`config.mk`:
```
export PLATFORM = sky130hd
export DESIGN_NAME = csda_core
export DESIGN_NICKNAME = d
export VERILOG_FILES = /design/src/csda_pkg.sv /design/src/csda_core.sv
export SDC_FILE = /design/constraint.sdc
export NUM_CORES = 1
export LEC_CHECK = 0
export BUFFER_PORTS_ARGS = -buffer_cell sky130_fd_sc_hd__buf_2
export CAP_MARGIN = 20
export CORE_MARGIN = 4
export CORE_UTILIZATION = 31
export DETAILED_ROUTE_END_ITERATION = 10
export HOLD_SLACK_MARGIN = 0.06
export RECOVER_POWER = 100
export SLEW_MARGIN = 15
export SYNTH_ARGS = -nofsm -noshare
export SYNTH_HDL_FRONTEND = slang
export SYNTH_SLANG_ARGS = --single-unit
```
`constraint.sdc`:
```
create_clock -name core_clk -period 1.5 [get_ports core_clk]
set_input_delay 0.075 -clock core_clk [delete_from_list [all_inputs] [get_ports core_clk]]
set_output_delay 0.075 -clock core_clk [all_outputs]
set_load 0.1 [all_outputs]
```
`src/csda_pkg.sv`:
```
// Function
// RULE1 - decode greater compare, pattern 0110 010a
// RULE2 - skip next when byte above working register
// RULE3 - decode less compare, pattern 0110 000a
// RULE4 - skip when byte below; flags untouched
// RULE5 - a=0 access bank, a=1 bank select
// RULE6 - indexed offset: a=0, extended, f<=5Fh
// RULE7 - one cycle, two on skip, three long
// RULE8 - each compare is one program word
// RULE9 - inserted skip cycles do nothing at all; pc_incr_reg still pulses and mem_addr_reg still loads in them
// RULE10 - decode decimal adjust, fixed pattern 0007h
// RULE11 - upper nibble: add six if over nine
// RULE12 - lower nibble: add six; carry updated
package csda_pkg;

  // quarter phases of the instruction cycle
  localparam logic [1:0] CSDA_Q1 = 2'h0;
  localparam logic [1:0] CSDA_Q2 = 2'h1;
  localparam logic [1:0] CSDA_Q3 = 2'h2;
  localparam logic [1:0] CSDA_Q4 = 2'h3;

  // opcode patterns, compares match the upper seven bits
  localparam logic [6:0]  CSDA_OP_GT   = 7'h32;
  localparam logic [6:0]  CSDA_OP_LT   = 7'h30;
  localparam logic [15:0] CSDA_OP_DADJ = 16'h0007;

  // addressing constants
  localparam logic [7:0] CSDA_IDX_LIMIT  = 8'h5F;
  localparam logic [3:0] CSDA_ACC_HIGH   = 4'hF;
  localparam logic [3:0] CSDA_ACC_LOW    = 4'h0;

  // decimal adjust constants
  localparam logic [4:0] CSDA_BCD_MAX = 5'h09;
  localparam logic [4:0] CSDA_BCD_FIX = 5'h06;

  // sequencer states
  typedef enum logic [1:0] {
    CSDA_ST_EXEC,
    CSDA_ST_SKIP1,
    CSDA_ST_SKIP2
  } csda_state_t;

  // decimal adjust: returns {carry, result}
  function automatic logic [8:0] csda_dec_adj(input logic [7:0] w, input logic c, input logic dcf);
    logic [4:0] lo;
    logic [4:0] hi;
    logic       dcy;
    lo = {1'b0, w[3:0]};
    if ((lo > CSDA_BCD_MAX) || dcf) begin
      lo = lo + CSDA_BCD_FIX;
    end
    dcy = lo[4];
    hi = {1'b0, w[7:4]} + {4'h0, dcy};
    if ((hi > CSDA_BCD_MAX) || c) begin
      hi = hi + CSDA_BCD_FIX;
    end
    return {hi[4] | c, hi[3:0], lo[3:0]};
  endfunction : csda_dec_adj

endpackage : csda_pkg

```
`src/csda_core.sv`:
```
// compare-and-skip and decimal adjust execution on the four-quarter cycle
`timescale 1ns/1ps
module csda_core
  import csda_pkg::*;
(
  // clock and reset
  input  wire logic        core_clk,
  input  wire logic        nrst,
  // instruction stream
  input  wire logic [15:0] instr_word,
  input  wire logic        next_two_word,
  input  wire logic        ext_set_en,
  // core state
  input  wire logic [7:0]  working_register,
  input  wire logic [3:0]  bank_select_register,
  input  wire logic [11:0] index_base,
  input  wire logic        carry_flag,
  input  wire logic        digit_carry_flag,
  // data memory
  input  wire logic [7:0]  mem_rdata,
  output logic [11:0]      mem_addr_reg,
  output logic             mem_rd_reg,
  // write back
  output logic [7:0]       wk_wdata_reg,
  output logic             wk_we_reg,
  output logic             carry_wdata_reg,
  output logic             carry_we_reg,
  // sequencing
  output logic [1:0]       quarter_reg,
  output logic             flush_reg,
  output logic             nop_cycle_reg,
  output logic             pc_incr_reg
);

  csda_state_t state_reg;        // execute or inserted cycles
  logic        gt_reg;           // greater compare in flight
  logic        lt_reg;           // less compare in flight
  logic        dadj_reg;         // decimal adjust in flight
  logic [7:0]  operand_reg;      // byte read in q2
  logic        skip_pend_reg;    // skip decided in q3
  logic        two_reg;          // skipped word is two long
  logic        is_exec;          // executing, not inserted

  assign is_exec = (state_reg == CSDA_ST_EXEC);

  // operand address; low part of access bank (f<=5Fh) may be indexed
  function automatic logic [11:0] op_addr(input logic [15:0] iw, input logic ext, input logic [3:0] bsel,
                                          input logic [11:0] base);
    logic [7:0] f;
    f = iw[7:0];
    if (iw[8]) begin
      return {bsel, f}; // [RULE5]
    end else if (ext && (f <= CSDA_IDX_LIMIT)) begin
      return 12'(base + {4'h0, f}); // [RULE6]
    end else if (f <= CSDA_IDX_LIMIT) begin
      return {CSDA_ACC_LOW, f}; // [RULE5]
    end
    return {CSDA_ACC_HIGH, f}; // [RULE5]
  endfunction : op_addr

  // either compare pattern; bit a is left out of the match
  function automatic logic is_cmp(input logic [15:0] iw);
    return (iw[15:9] == CSDA_OP_GT) || (iw[15:9] == CSDA_OP_LT);
  endfunction : is_cmp

  // free-running quarter counter
  always_ff @(posedge core_clk or negedge nrst) begin
    if (!nrst) begin
      quarter_reg <= CSDA_Q1;
    end else begin
      quarter_reg <= 2'(quarter_reg + 2'h1);
    end
  end

  // decode in q1; only one word is consumed per instruction
  always_ff @(posedge core_clk or negedge nrst) begin
    if (!nrst) begin
      gt_reg   <= 1'b0;
      lt_reg   <= 1'b0;
      dadj_reg <= 1'b0;
    end else if (quarter_reg == CSDA_Q1) begin
      gt_reg   <= is_exec && (instr_word[15:9] == CSDA_OP_GT); // [RULE1] [RULE8]
      lt_reg   <= is_exec && (instr_word[15:9] == CSDA_OP_LT); // [RULE3] [RULE8]
      dadj_reg <= is_exec && (instr_word == CSDA_OP_DADJ); // [RULE10]
    end
  end

  // data read strobe stands for q2 only
  always_ff @(posedge core_clk or negedge nrst) begin
    if (!nrst) begin
      mem_addr_reg <= 12'h000;
      mem_rd_reg   <= 1'b0;
    end else if (quarter_reg == CSDA_Q1) begin
      // address decoded even for other opcodes, harmless without the strobe
      mem_addr_reg <= op_addr(instr_word, ext_set_en, bank_select_register, index_base);
      mem_rd_reg   <= is_exec && is_cmp(instr_word); // [RULE1] [RULE3]
    end else begin
      mem_rd_reg   <= 1'b0;
    end
  end

  // capture the read byte at the end of q2
  always_ff @(posedge core_clk or negedge nrst) begin
    if (!nrst) begin
      operand_reg <= 8'h00;
    end else if ((quarter_reg == CSDA_Q2) && (gt_reg || lt_reg)) begin
      operand_reg <= mem_rdata;
    end
  end

  // unsigned compare in q3; no status flag is touched
  always_ff @(posedge core_clk or negedge nrst) begin
    if (!nrst) begin
      skip_pend_reg <= 1'b0;
      two_reg       <= 1'b0;
      flush_reg     <= 1'b0;
    end else if ((quarter_reg == CSDA_Q3) && is_exec) begin
      skip_pend_reg <= (gt_reg && (operand_reg > working_register)) || // [RULE2]
                       (lt_reg && (operand_reg < working_register)); // [RULE4]
      flush_reg     <= (gt_reg && (operand_reg > working_register)) ||
                       (lt_reg && (operand_reg < working_register));
      two_reg       <= next_two_word; // [RULE7]
    end else begin
      flush_reg     <= 1'b0;
    end
  end

  // decimal adjust result written during q4
  always_ff @(posedge core_clk or negedge nrst) begin
    if (!nrst) begin
      wk_wdata_reg    <= 8'h00;
      wk_we_reg       <= 1'b0;
      carry_wdata_reg <= 1'b0;
      carry_we_reg    <= 1'b0;
    end else if ((quarter_reg == CSDA_Q3) && is_exec && dadj_reg) begin
      {carry_wdata_reg, wk_wdata_reg} <= csda_dec_adj(working_register, carry_flag, // [RULE11] [RULE12]
                                                      digit_carry_flag);
      wk_we_reg       <= 1'b1;
      carry_we_reg    <= 1'b1; // [RULE12]
    end else begin
      wk_we_reg       <= 1'b0;
      carry_we_reg    <= 1'b0;
    end
  end

  // one word step per cycle, inserted cycles included
  always_ff @(posedge core_clk or negedge nrst) begin
    if (!nrst) begin
      pc_incr_reg <= 1'b0;
    end else begin
      pc_incr_reg <= (quarter_reg == CSDA_Q3); // [RULE8]
    end
  end

  // inserted cycles: one, or two when the skipped word is long
  always_ff @(posedge core_clk or negedge nrst) begin
    if (!nrst) begin
      state_reg     <= CSDA_ST_EXEC;
      nop_cycle_reg <= 1'b0;
    end else if (quarter_reg == CSDA_Q4) begin
      unique case (state_reg)
        CSDA_ST_EXEC: begin
          state_reg     <= skip_pend_reg ? CSDA_ST_SKIP1 : CSDA_ST_EXEC; // [RULE7]
          nop_cycle_reg <= skip_pend_reg; // [RULE9]
        end
        CSDA_ST_SKIP1: begin
          state_reg     <= two_reg ? CSDA_ST_SKIP2 : CSDA_ST_EXEC; // [RULE9]
          nop_cycle_reg <= two_reg;
        end
        CSDA_ST_SKIP2: begin
          state_reg     <= CSDA_ST_EXEC;
          nop_cycle_reg <= 1'b0;
        end
        // spare code of the two-bit state: fall back to executing
        default: begin
          state_reg     <= CSDA_ST_EXEC;
          nop_cycle_reg <= 1'b0;
        end
      endcase
    end
  end

  // helper: a compare in q1 of an executing cycle
  logic cmp_q1;
  assign cmp_q1 = (quarter_reg == CSDA_Q1) && is_exec && is_cmp(instr_word);
endmodule : csda_core

```
### Yosys cells after proc, flatten, opt, wreduce, memory -nomap -nowiden

Cells that the tools add are included.

| storage, ports and cells | value |
|---|---|
| bits in registers | 43 |
| latch bits | 0 |
| RAM bits | 0 |
| memory bits (read-only) | 0 |
| input bits | 54 |
| output and inout port bits | 29 |
| word-level logic and storage cells | 70 |
| memories | 0 |

| operators by class | value |
|---|---|
| add/sub/neg operators | 5 |
| multiply operators | 0 |
| div/mod/pow operators | 0 |
| magnitude comparators | 5 |
| equality and inequality tests | 7 |
| shift-type cells | 0 |
| muxes and demuxes | 19 |
| bitwise gates (word level) | 1 |
| reduce and logical (&&, ||, !) cells | 17 |

Operators with widths:

| kind | count |
|---|---|
| 12-bit two-way mux | 4 |
| 5-bit two-way mux | 4 |
| 16-bit by 3-bit equality test with 1-bit output, second input constant | 1 |
| 7-bit by 6-bit equality test with 1-bit output, second input constant | 2 |
| 12-bit by 8-bit adder with 12-bit output | 1 |
| 1-bit logical AND | 10 |
| 8-bit > comparator | 1 |
| 8-bit by 7-bit <= comparator with 1-bit output, second input constant | 1 |
| 8-bit < comparator | 1 |
| 1-bit two-way mux | 8 |
| 4-bit by 1-bit adder with 5-bit output | 1 |
| 4-bit by 3-bit adder with 5-bit output, second input constant | 1 |
| 5-bit by 3-bit adder with 5-bit output, second input constant | 1 |
| 5-bit by 4-bit > comparator with 1-bit output, second input constant | 1 |
| 1-bit logical OR | 5 |
| 2-bit by 1-bit equality test with 1-bit output, second input constant | 2 |
| 2-bit equality test, second input constant | 2 |
| 4-bit > comparator, second input constant | 1 |
| 2-bit zero test | 2 |
| 2-bit case mux with 2 select lines | 1 |
| 2-bit by 1-bit adder with 2-bit output, second input constant | 1 |
| 2-bit two-way mux | 1 |
| 1-bit case mux with 2 select lines | 1 |
| 1-bit OR | 1 |

### Depth between registers and ports, before layout

Gate-level depths: netlist of the first run.

| depth | value |
|---|---|
| depth in word-level cells | 10 |
| mapped depth | 11 |

### Worst setup path after synthesis of the first run

OpenSTA, ideal clock, no wires.

| timing path | value |
|---|---|
| path type | register to register |
| from | register quarter_reg[0] |
| to | register wk_wdata_reg[1] |
| setup time | 0.136 ns |
| arrival | 2.000 ns |
| path slack | -0.636 ns |
| cell stages (with the launch flop) | 6 |
| path buffers | 1 |
| cell sequence | dfrtp_1 inv_1 ha_1 nand3_1 clkbuf_1 o21ai_0 |

| on the way | value |
|---|---|
| word-level cells in the longest chain between the ends | 3 |

RTL lines:

| item | RTL line | source |
|---|---|---|
| start: declaration | csda_core.sv:29 | `output logic [1:0] quarter_reg,` |
| start signal: assignment | csda_core.sv:71 | `quarter_reg <= 2'(quarter_reg + 2'h1);` |
| 2-bit equality test | csda_core.sv:135 | `end else if ((quarter_reg == CSDA_Q3) && is_exec && dadj_reg) begin` |
| 1-bit logical AND (2 in a row) | csda_core.sv:135 |  |
| end signal: assignment | csda_core.sv:136 | `{carry_wdata_reg, wk_wdata_reg} <= csda_dec_adj(working_register, carry_flag,` |
| end: declaration | csda_core.sv:24 | `output logic [7:0] wk_wdata_reg,` |

Every way passes these cells.
A chain may end at the register's enable or synchronous reset.

### Worst setup path after layout of the first run

| timing path | value |
|---|---|
| from | register operand_reg[1] |
| to | register skip_pend_reg |

| on the way | value |
|---|---|
| word-level cells in the longest chain between the ends | 3 |

RTL lines:

| item | RTL line | source |
|---|---|---|
| start: declaration | csda_core.sv:39 | `logic [7:0] operand_reg;` |
| start signal: assignment | csda_core.sv:107 | `operand_reg <= mem_rdata;` |
| 8-bit > comparator or 8-bit < comparator (tied branches) | csda_core.sv:118, csda_core.sv:119 |  |
| 1-bit logical AND (on tied branches) | csda_core.sv:118, csda_core.sv:119 |  |
| 1-bit logical OR (*) | csda_core.sv:118 | `skip_pend_reg <= (gt_reg && (operand_reg > working_register)) \|\|` |
| end signal: assignment | csda_core.sv:118 |  |
| end: declaration | csda_core.sv:40 | `logic skip_pend_reg;` |

Every way passes the cells marked *; elsewhere a longest branch is shown, timed or not.

==> results of run 1 <==
worst max-delay path, delay by kind of cell (launching register included):
kind            cells  cell delay [ps]
simple gates        1              120
compound gates      5              750
fa+ha+maj           1              240
flops               1              420
area by class of cell:
type	instances	area, sq um	area share, %
Sequential cell	43	1084	27.61
Inverter	23	101.3	2.582
Clock buffer	5	68.82	1.753
Multi-Input combinational cell	205	1603	40.84
Timing Repair Buffer	136	869.6	22.15
Tap cell	105	131.4	3.347
Clock inverter	3	67.56	1.721
worst max path at each step:
stage / start / to / cells after the start
detailed placement: working_register[2] / wk_wdata_reg[5] / 12
floorplan: working_register[2] / wk_wdata_reg[5] / 11
global route: operand_reg[1] / skip_pend_reg / 7
CTS: operand_reg[1] / skip_pend_reg / 7
global placement: working_register[2] / wk_wdata_reg[5] / 12
finish: operand_reg[1] / skip_pend_reg / 7
cells in the mapped netlist, types with 2 or more instances:
master    number  area, sq um
dfrtp_1       43         1076
o21ai_1        3        15.01
o21ai_0       13        65.06
a21o_1         3        22.52
ha_1          24        300.3
o221ai_1       2        17.52
nand2_1       26        97.59
o211ai_1       2        15.01
nor2b_1        4        25.02
and3_1         2        12.51
xnor2_1       12        105.1
nor2_1        21        78.83
nand3_1        9        45.04
a211oi_2       2        25.02
a21oi_1       24        120.1
o21bai_1       3        22.52
nor4b_1        2        17.52
nand2b_1       2        12.51
buf_2          2        10.01
xor2_1         2        17.52
nand4b_1       2        17.52
mux2_2        12        135.1
mux2i_1        6        60.06
inv_1         23        86.33
a31oi_1        6        37.54
nand4_1        5        31.28
clkbuf_1       5        18.77
nor4_1         3        18.77
o22ai_1        2        12.51
cells in the final DEF, fill, tap and decap left out, types with 6 or more instances in the layout:
cell type and count:
a21oi_1 21, a31oi_1 6, buf_2 50, buf_4 35
clkbuf_2 30, dfrtp_1 41, dlygate4sd3_1 12, ha_1 19
inv_1 19, mux2_2 12, mux2i_1 6, nand2_1 25
nand3_1 8, nor2_1 19, o21ai_0 11, xnor2_1 11
per-stage QoR:
stage	utilization (%)	power, mW
floorplan	-	1.919
global placement	42.83	2.236
detailed placement	42.83	2.248
CTS	46.42	3.376
global route	47.53	3.547
finish	47.53	3.377
cell families after synthesis:
family	after synthesis
AND/OR/NAND/NOR	79
adder cells (fa/ha/maj)	25
AO/OA/AOI/OAI	68
XOR/XNOR	15
multiplexers	18
flip-flops	43
buffers and inverters	31
timing repair:
action | 4_1_cts | 5_1_grt
hold buffers | 12 | 0
pin swaps | 3 | 11
setup buffers | 0 | 5
resized for setup | 8 | 16
cloned | 0 | 0
endpoints found under the setup margin | 10 | 13
endpoints found under the hold margin | 44 | 0
layer usage:
layer	vias up	part of all wire, %	GRT usage (%)
li1	1250	-	-
met1	1114	46	17.77
met4	0	0.63	2.798
met3	5	6.0	2.630
met2	74	47	23.60
met5	-	0	0
report_power, final:
group          total, mW  internal [mW]  leakage, nW  switching [mW]
clock               1.08          0.664       0.0644           0.420
sequential          1.26           1.22        0.506          0.0407
combinational       1.03          0.399         1.30           0.631
total               3.38           2.29         1.87            1.09
==> flow_summary_export.csv, run 1 <==
group,metric,value,unit
setup_path,r2r_start,"operand_reg[1]",
floorplanning,die_h,100.5,um
timing,slew_headroom,39.12,%
floorplanning,fp-row-count,33,
setup_path,crit_path_end_kind,"register",
placement,dpl_cell_area,0.003537,sq mm
yosys,synth_xor_area_share,5.231,%
yosys,yosys_most_used_dff,"dfrtp_1",
routing,drt-initial-drc-count,42,
job,maxCapViolations,0,
yosys,synth_async_sr_flop_share,100.0,%
setup_path,crit_path_start_kind,"register",
yosys,synth_edf_count,0,
setup_path,rr_endpoint,"skip_pend_reg",
timing,worst_slew_pin_slew,913.2,ps
global_routing,grt_pass1_wl,11120,um
timing,maxSlewViolCount,0,
routing,num_vias,2443,
yosys,synth_adder_area_share,12.06,%
min_path,hp-class,"input pin to register",
layout,fill_cells,791,
yosys,netlist_instances,279,
timing,final.period_utilization,108.9,%
placement,pre_cts_slack,-398.2,ps
setup_path,required,1680,ps
timing,hold_viol,0,
timing,rsz0062_at_grt,"yes",
setup_path,path_class,"register to register",
layout,drive_gt1_share,41.93,%
timing,setup_tns,-347.4,ps
floorplanning,initial_utilization,32.15,%
setup_path,cp_max_fo,2,
layout,antenna_cells,0,
placement,gp_congestion,0.9079,
routing,drc,0,
global_routing,antenna_found_initial,0,
min_path,hp-start,"instr_word[13]",
global_routing,grt_max_degree,18,
timing,whs,87.14,ps
layout,fin_area,0.003925,sq mm
routing,wire_per_inst,13.18,um
yosys,synth_top_family_by_area,"compound AO/OA/AOI/OAI gates",
yosys,synth-compound-area-share,15.98,%
floorplanning,fp.coreArea,0.008258,sq mm
routing,ant_nets,0,
clock_network,clock-root-buffer,"clkbuf_8",
yosys,syn_nets,358,
min_path,whs_endpoint,"mem_rd_reg",
layout,instances_no_fill,520,
layout,largest_reg_flops,12,
clock_network,worstSkewPairLatency,300,ps
yosys,yosys.area_share.simple,14.23,%
floorplanning,fp.dieW,100.5,um
clock_network,cts-htree-levels,2,
routing,drtPass1Iterations,4,
timing,fmax,612.2,MHz
clock_network,clockBufferDepth,2,
power,power_leakage,1.875,nW
yosys,yosysWarningCount,0,
yosys,yosys_register_bits,43,
setup_path,ff2ff_path_depth,7,
setup_path,rrSetupSlack,-130,ps
placement,dp.cells,495,
global_routing,grt_pass1_vias,2440,
placement,portBuffers,82,
yosys,netlist_area,0.002655,sq mm
clock_network,cts_buffers,5,
layout,fin_nets,493,
timing,fin_skew,6.323,ps
clock_network,clkSinkCount,43,
run_status,violations,"setup timing",
layout,area_growth,47.83,%
yosys,yosys-mux-area-fraction,7.352,%
setup_path,crit_chain,"ha_4 -> nor2b_4 -> o211ai_1 -> a21oi_2 -> o221ai_1 -> o31a_1 -> o21ai_1",
clock_network,path_clk_slew,90,ps
setup_path,critPathMaxStageDelay,420,ps
floorplanning,die-area,0.01011,sq mm
global_routing,gr-total-overflow,0,
min_path,hold_depth,2,
setup_path,arrival,1820,ps
floorplanning,io_pins,83,
routing,wl,6851,um
power,p_per_area,860.4,mW/mm^2
setup_path,worst_path_max_delay_cell,"dfrtp_1",
global_routing,grt_use_total,13.66,%
clock_network,cts_tree,"done",
power,peakVddDrop,0.4169,mV
timing,setup_viol,6,
yosys,ys_seq_area_share,40.53,%
timing,post-route-min-period,1633,ps
yosys,syn_area_per_cell,9.516,sq um
timing,fin_ws,-133.3,ps
placement,dp.final_hpwl,5524,um
yosys,synthDistinctLibCells,43,
run_status,run_status,"finished with violations",
routing,via_per_inst,4.698,
Power figures use the tool's default switching activity.
==> inputs of run 2 (changes only) <==
- SETUP_SLACK_MARGIN: not set -> 0.2
==> run 2 against run 1 <==
The flow still finishes with violations (setup timing). Global-route usage grew 1.6 points. First-iteration DRC count shrank 9.5%. Critical path depth unchanged. Die area stayed put. Routed wire length rose by 11%. Critical path type unchanged.
==> flow_summary_export.csv, run 2 (synthesized netlist as in run 1, its figures left out) <==
group,metric,value,unit
run_status,run_status,"finished with violations",
run_status,violations,"setup timing",
routing,wl,7590,um
layout,fin_area,0.004287,sq mm
global_routing,grt_pass1_wl,12570,um
clock_network,worstSkewPairLatency,300,ps
timing,rsz0062_at_grt,"yes",
floorplanning,die-area,0.01011,sq mm
global_routing,met2_usage,27.27,%
clock_network,cts_tree,"done",
timing,setup_viol,6,
power,seqPwrFrac,40.7,%
placement,gp_congestion,0.8570,
clock_network,clock-root-buffer,"clkbuf_8",
timing,maxSlewViolCount,0,
power,clkPwrFrac,23.9,%
routing,drt-initial-drc-count,38,
clock_network,clkSinkCount,43,
routing,via_per_inst,4.826,
placement,portBuffers,82,
layout,largest_reg_flops,12,
layout,fin_nets,513,
setup_path,crit_path_end_kind,"register",
job,maxCapViolations,0,
timing,hold_viol,0,
layout,antenna_cells,0,
floorplanning,io_pins,83,
routing,ant_nets,0,
timing,fin_ws,-94.49,ps
layout,area_growth,61.45,%
clock_network,path_clk_slew,90,ps
global_routing,grt_pass1_vias,2652,
floorplanning,fp.coreArea,0.008258,sq mm
timing,fin_skew,7.892,ps
timing,fmax,627.2,MHz
timing,post-route-min-period,1594,ps
global_routing,antenna_found_initial,0,
power,switchingPower,1.123,mW
timing,slew_headroom,45.26,%
placement,dp.final_hpwl,5633,um
clock_network,clockBufferDepth,2,
clock_network,cts_buffers,5,
power,power_leakage,2.012,nW
setup_path,required,1690,ps
power,power,3.119,mW
clock_network,cts-htree-levels,2,
power,p_comb_share,35.4,%
power,p_per_area,727.7,mW/mm^2
global_routing,grt.busiest_layer,"met2",
setup_path,crit_path_start_kind,"register",
global_routing,met3_usage,3.737,%
min_path,hp-class,"input pin to register",
routing,drtPass1Iterations,4,
layout,final_cell_mix,"buf_2, buf_4, dfrtp_1",
setup_path,arrival,1780,ps
setup_path,path_class,"register to register",
floorplanning,die_h,100.5,um
global_routing,gr-total-overflow,0,
placement,pre_cts_slack,-450.0,ps
routing,wire_per_inst,14.06,um
layout,final_common_cell,"buf_2",
global_routing,grt_max_degree,32,
setup_path,cp_max_fo,2,
global_routing,grt_use_total,15.31,%
floorplanning,initial_utilization,32.15,%
timing,final.period_utilization,106.3,%
timing,worst_slew_pin_slew,821.1,ps
power,p_int,1.996,mW
timing,whs,79.14,ps
routing,num_vias,2606,
layout,drive_gt1_share,48.51,%
power,p_sw_share,36.01,%
global_routing,grtUsageMet1,18.41,%
floorplanning,fp-row-count,33,
layout,final_util,51.91,%
power,peakVddDrop,0.3123,mV
floorplanning,fp.dieW,100.5,um
routing,drc,0,
placement,dpl_cell_area,0.003666,sq mm
run 2: cell types whose count changed in the layout (fill, tap and decap cells not counted), moves of 4 or more:
cell / delta
nand2_1: -5
buf_4: +7
mux2_2: -11
o21ai_1: +6
mux2_1: +8
a21oi_2: +4
a21oi_1: -4
buf_6: +8
o21ai_0: -8
run 2: layout make-up:
class	count	area (sq um)
Clock inverter	2	12.51
Sequential cell	43	1085
Multi-Input combinational cell	205	1780
Timing Repair Buffer	156	1100
Tap cell	105	131.4
Fill cell	785	3971
Inverter	23	105.1
Clock buffer	6	72.57
run 2: power by group through the flow:
stage | combinational (mW) | clock (mW) | sequential [mW]
6_report | 1.10 | 0.746 | 1.27
5_1_grt | 1.20 | 0.828 | 1.28
3_3_place_gp | 0.981 | 0 | 1.28
3_5_place_dp | 0.997 | 0 | 1.29
4_1_cts | 1.09 | 0.780 | 1.26
2_1_floorplan | 0.386 | 0 | 1.56
run 2: repair_timing:
action | CTS | global route
setup endpoints to repair | 28 | 32
endpoints found under the hold margin | 43 | 0
buffers inserted | 9 | 12
gates cloned | 1 | 0
pin swaps | 24 | 18
gates resized for setup | 38 | 38
hold buffers | 13 | 0
run 2: worst paths after layout:
| kind | start | depth (start not counted) | slack, ps | to |
|---|---|---|---|---|
| setup / recovery | operand_reg[1] | 7 | -90 | skip_pend_reg |
| hold / removal | working_register[2] | 3 | 80 | wk_wdata_reg[2] |
| setup reg to reg | operand_reg[1] | 7 | -90 | skip_pend_reg |
| hold reg to reg | wk_wdata_reg[5] | 2 | 490 | wk_wdata_reg[5] |
| max in group asynchronous | nrst | 4 | 220 | mem_addr_reg[9] |
| min in group asynchronous | nrst | 3 | 470 | wk_wdata_reg[5] |
run 2: worst max-delay path: stages, from the launching register on:
cell	delay [ps]
dfrtp_1	420
ha_4	230
nor2b_4	120
o211ai_1	180
a21oi_2	90
o221ai_1	180
o31a_1	190
o21ai_1	70
run 2: metrics by stage:
step           TNS (ps)  instances
2_1_floorplan    -228.5        279
3_5_place_dp      -2570        497
5_1_grt           -1272        540
4_1_cts          -248.0        528
3_3_place_gp      -2015        497
6_report         -226.7        540
run 2: per-layer routing:
layer	wire length (um)	vias to the layer above
met5	0	-
met4	88	0
met3	463	8
met2	3847	81
met1	3191	1218
li1	-	1299
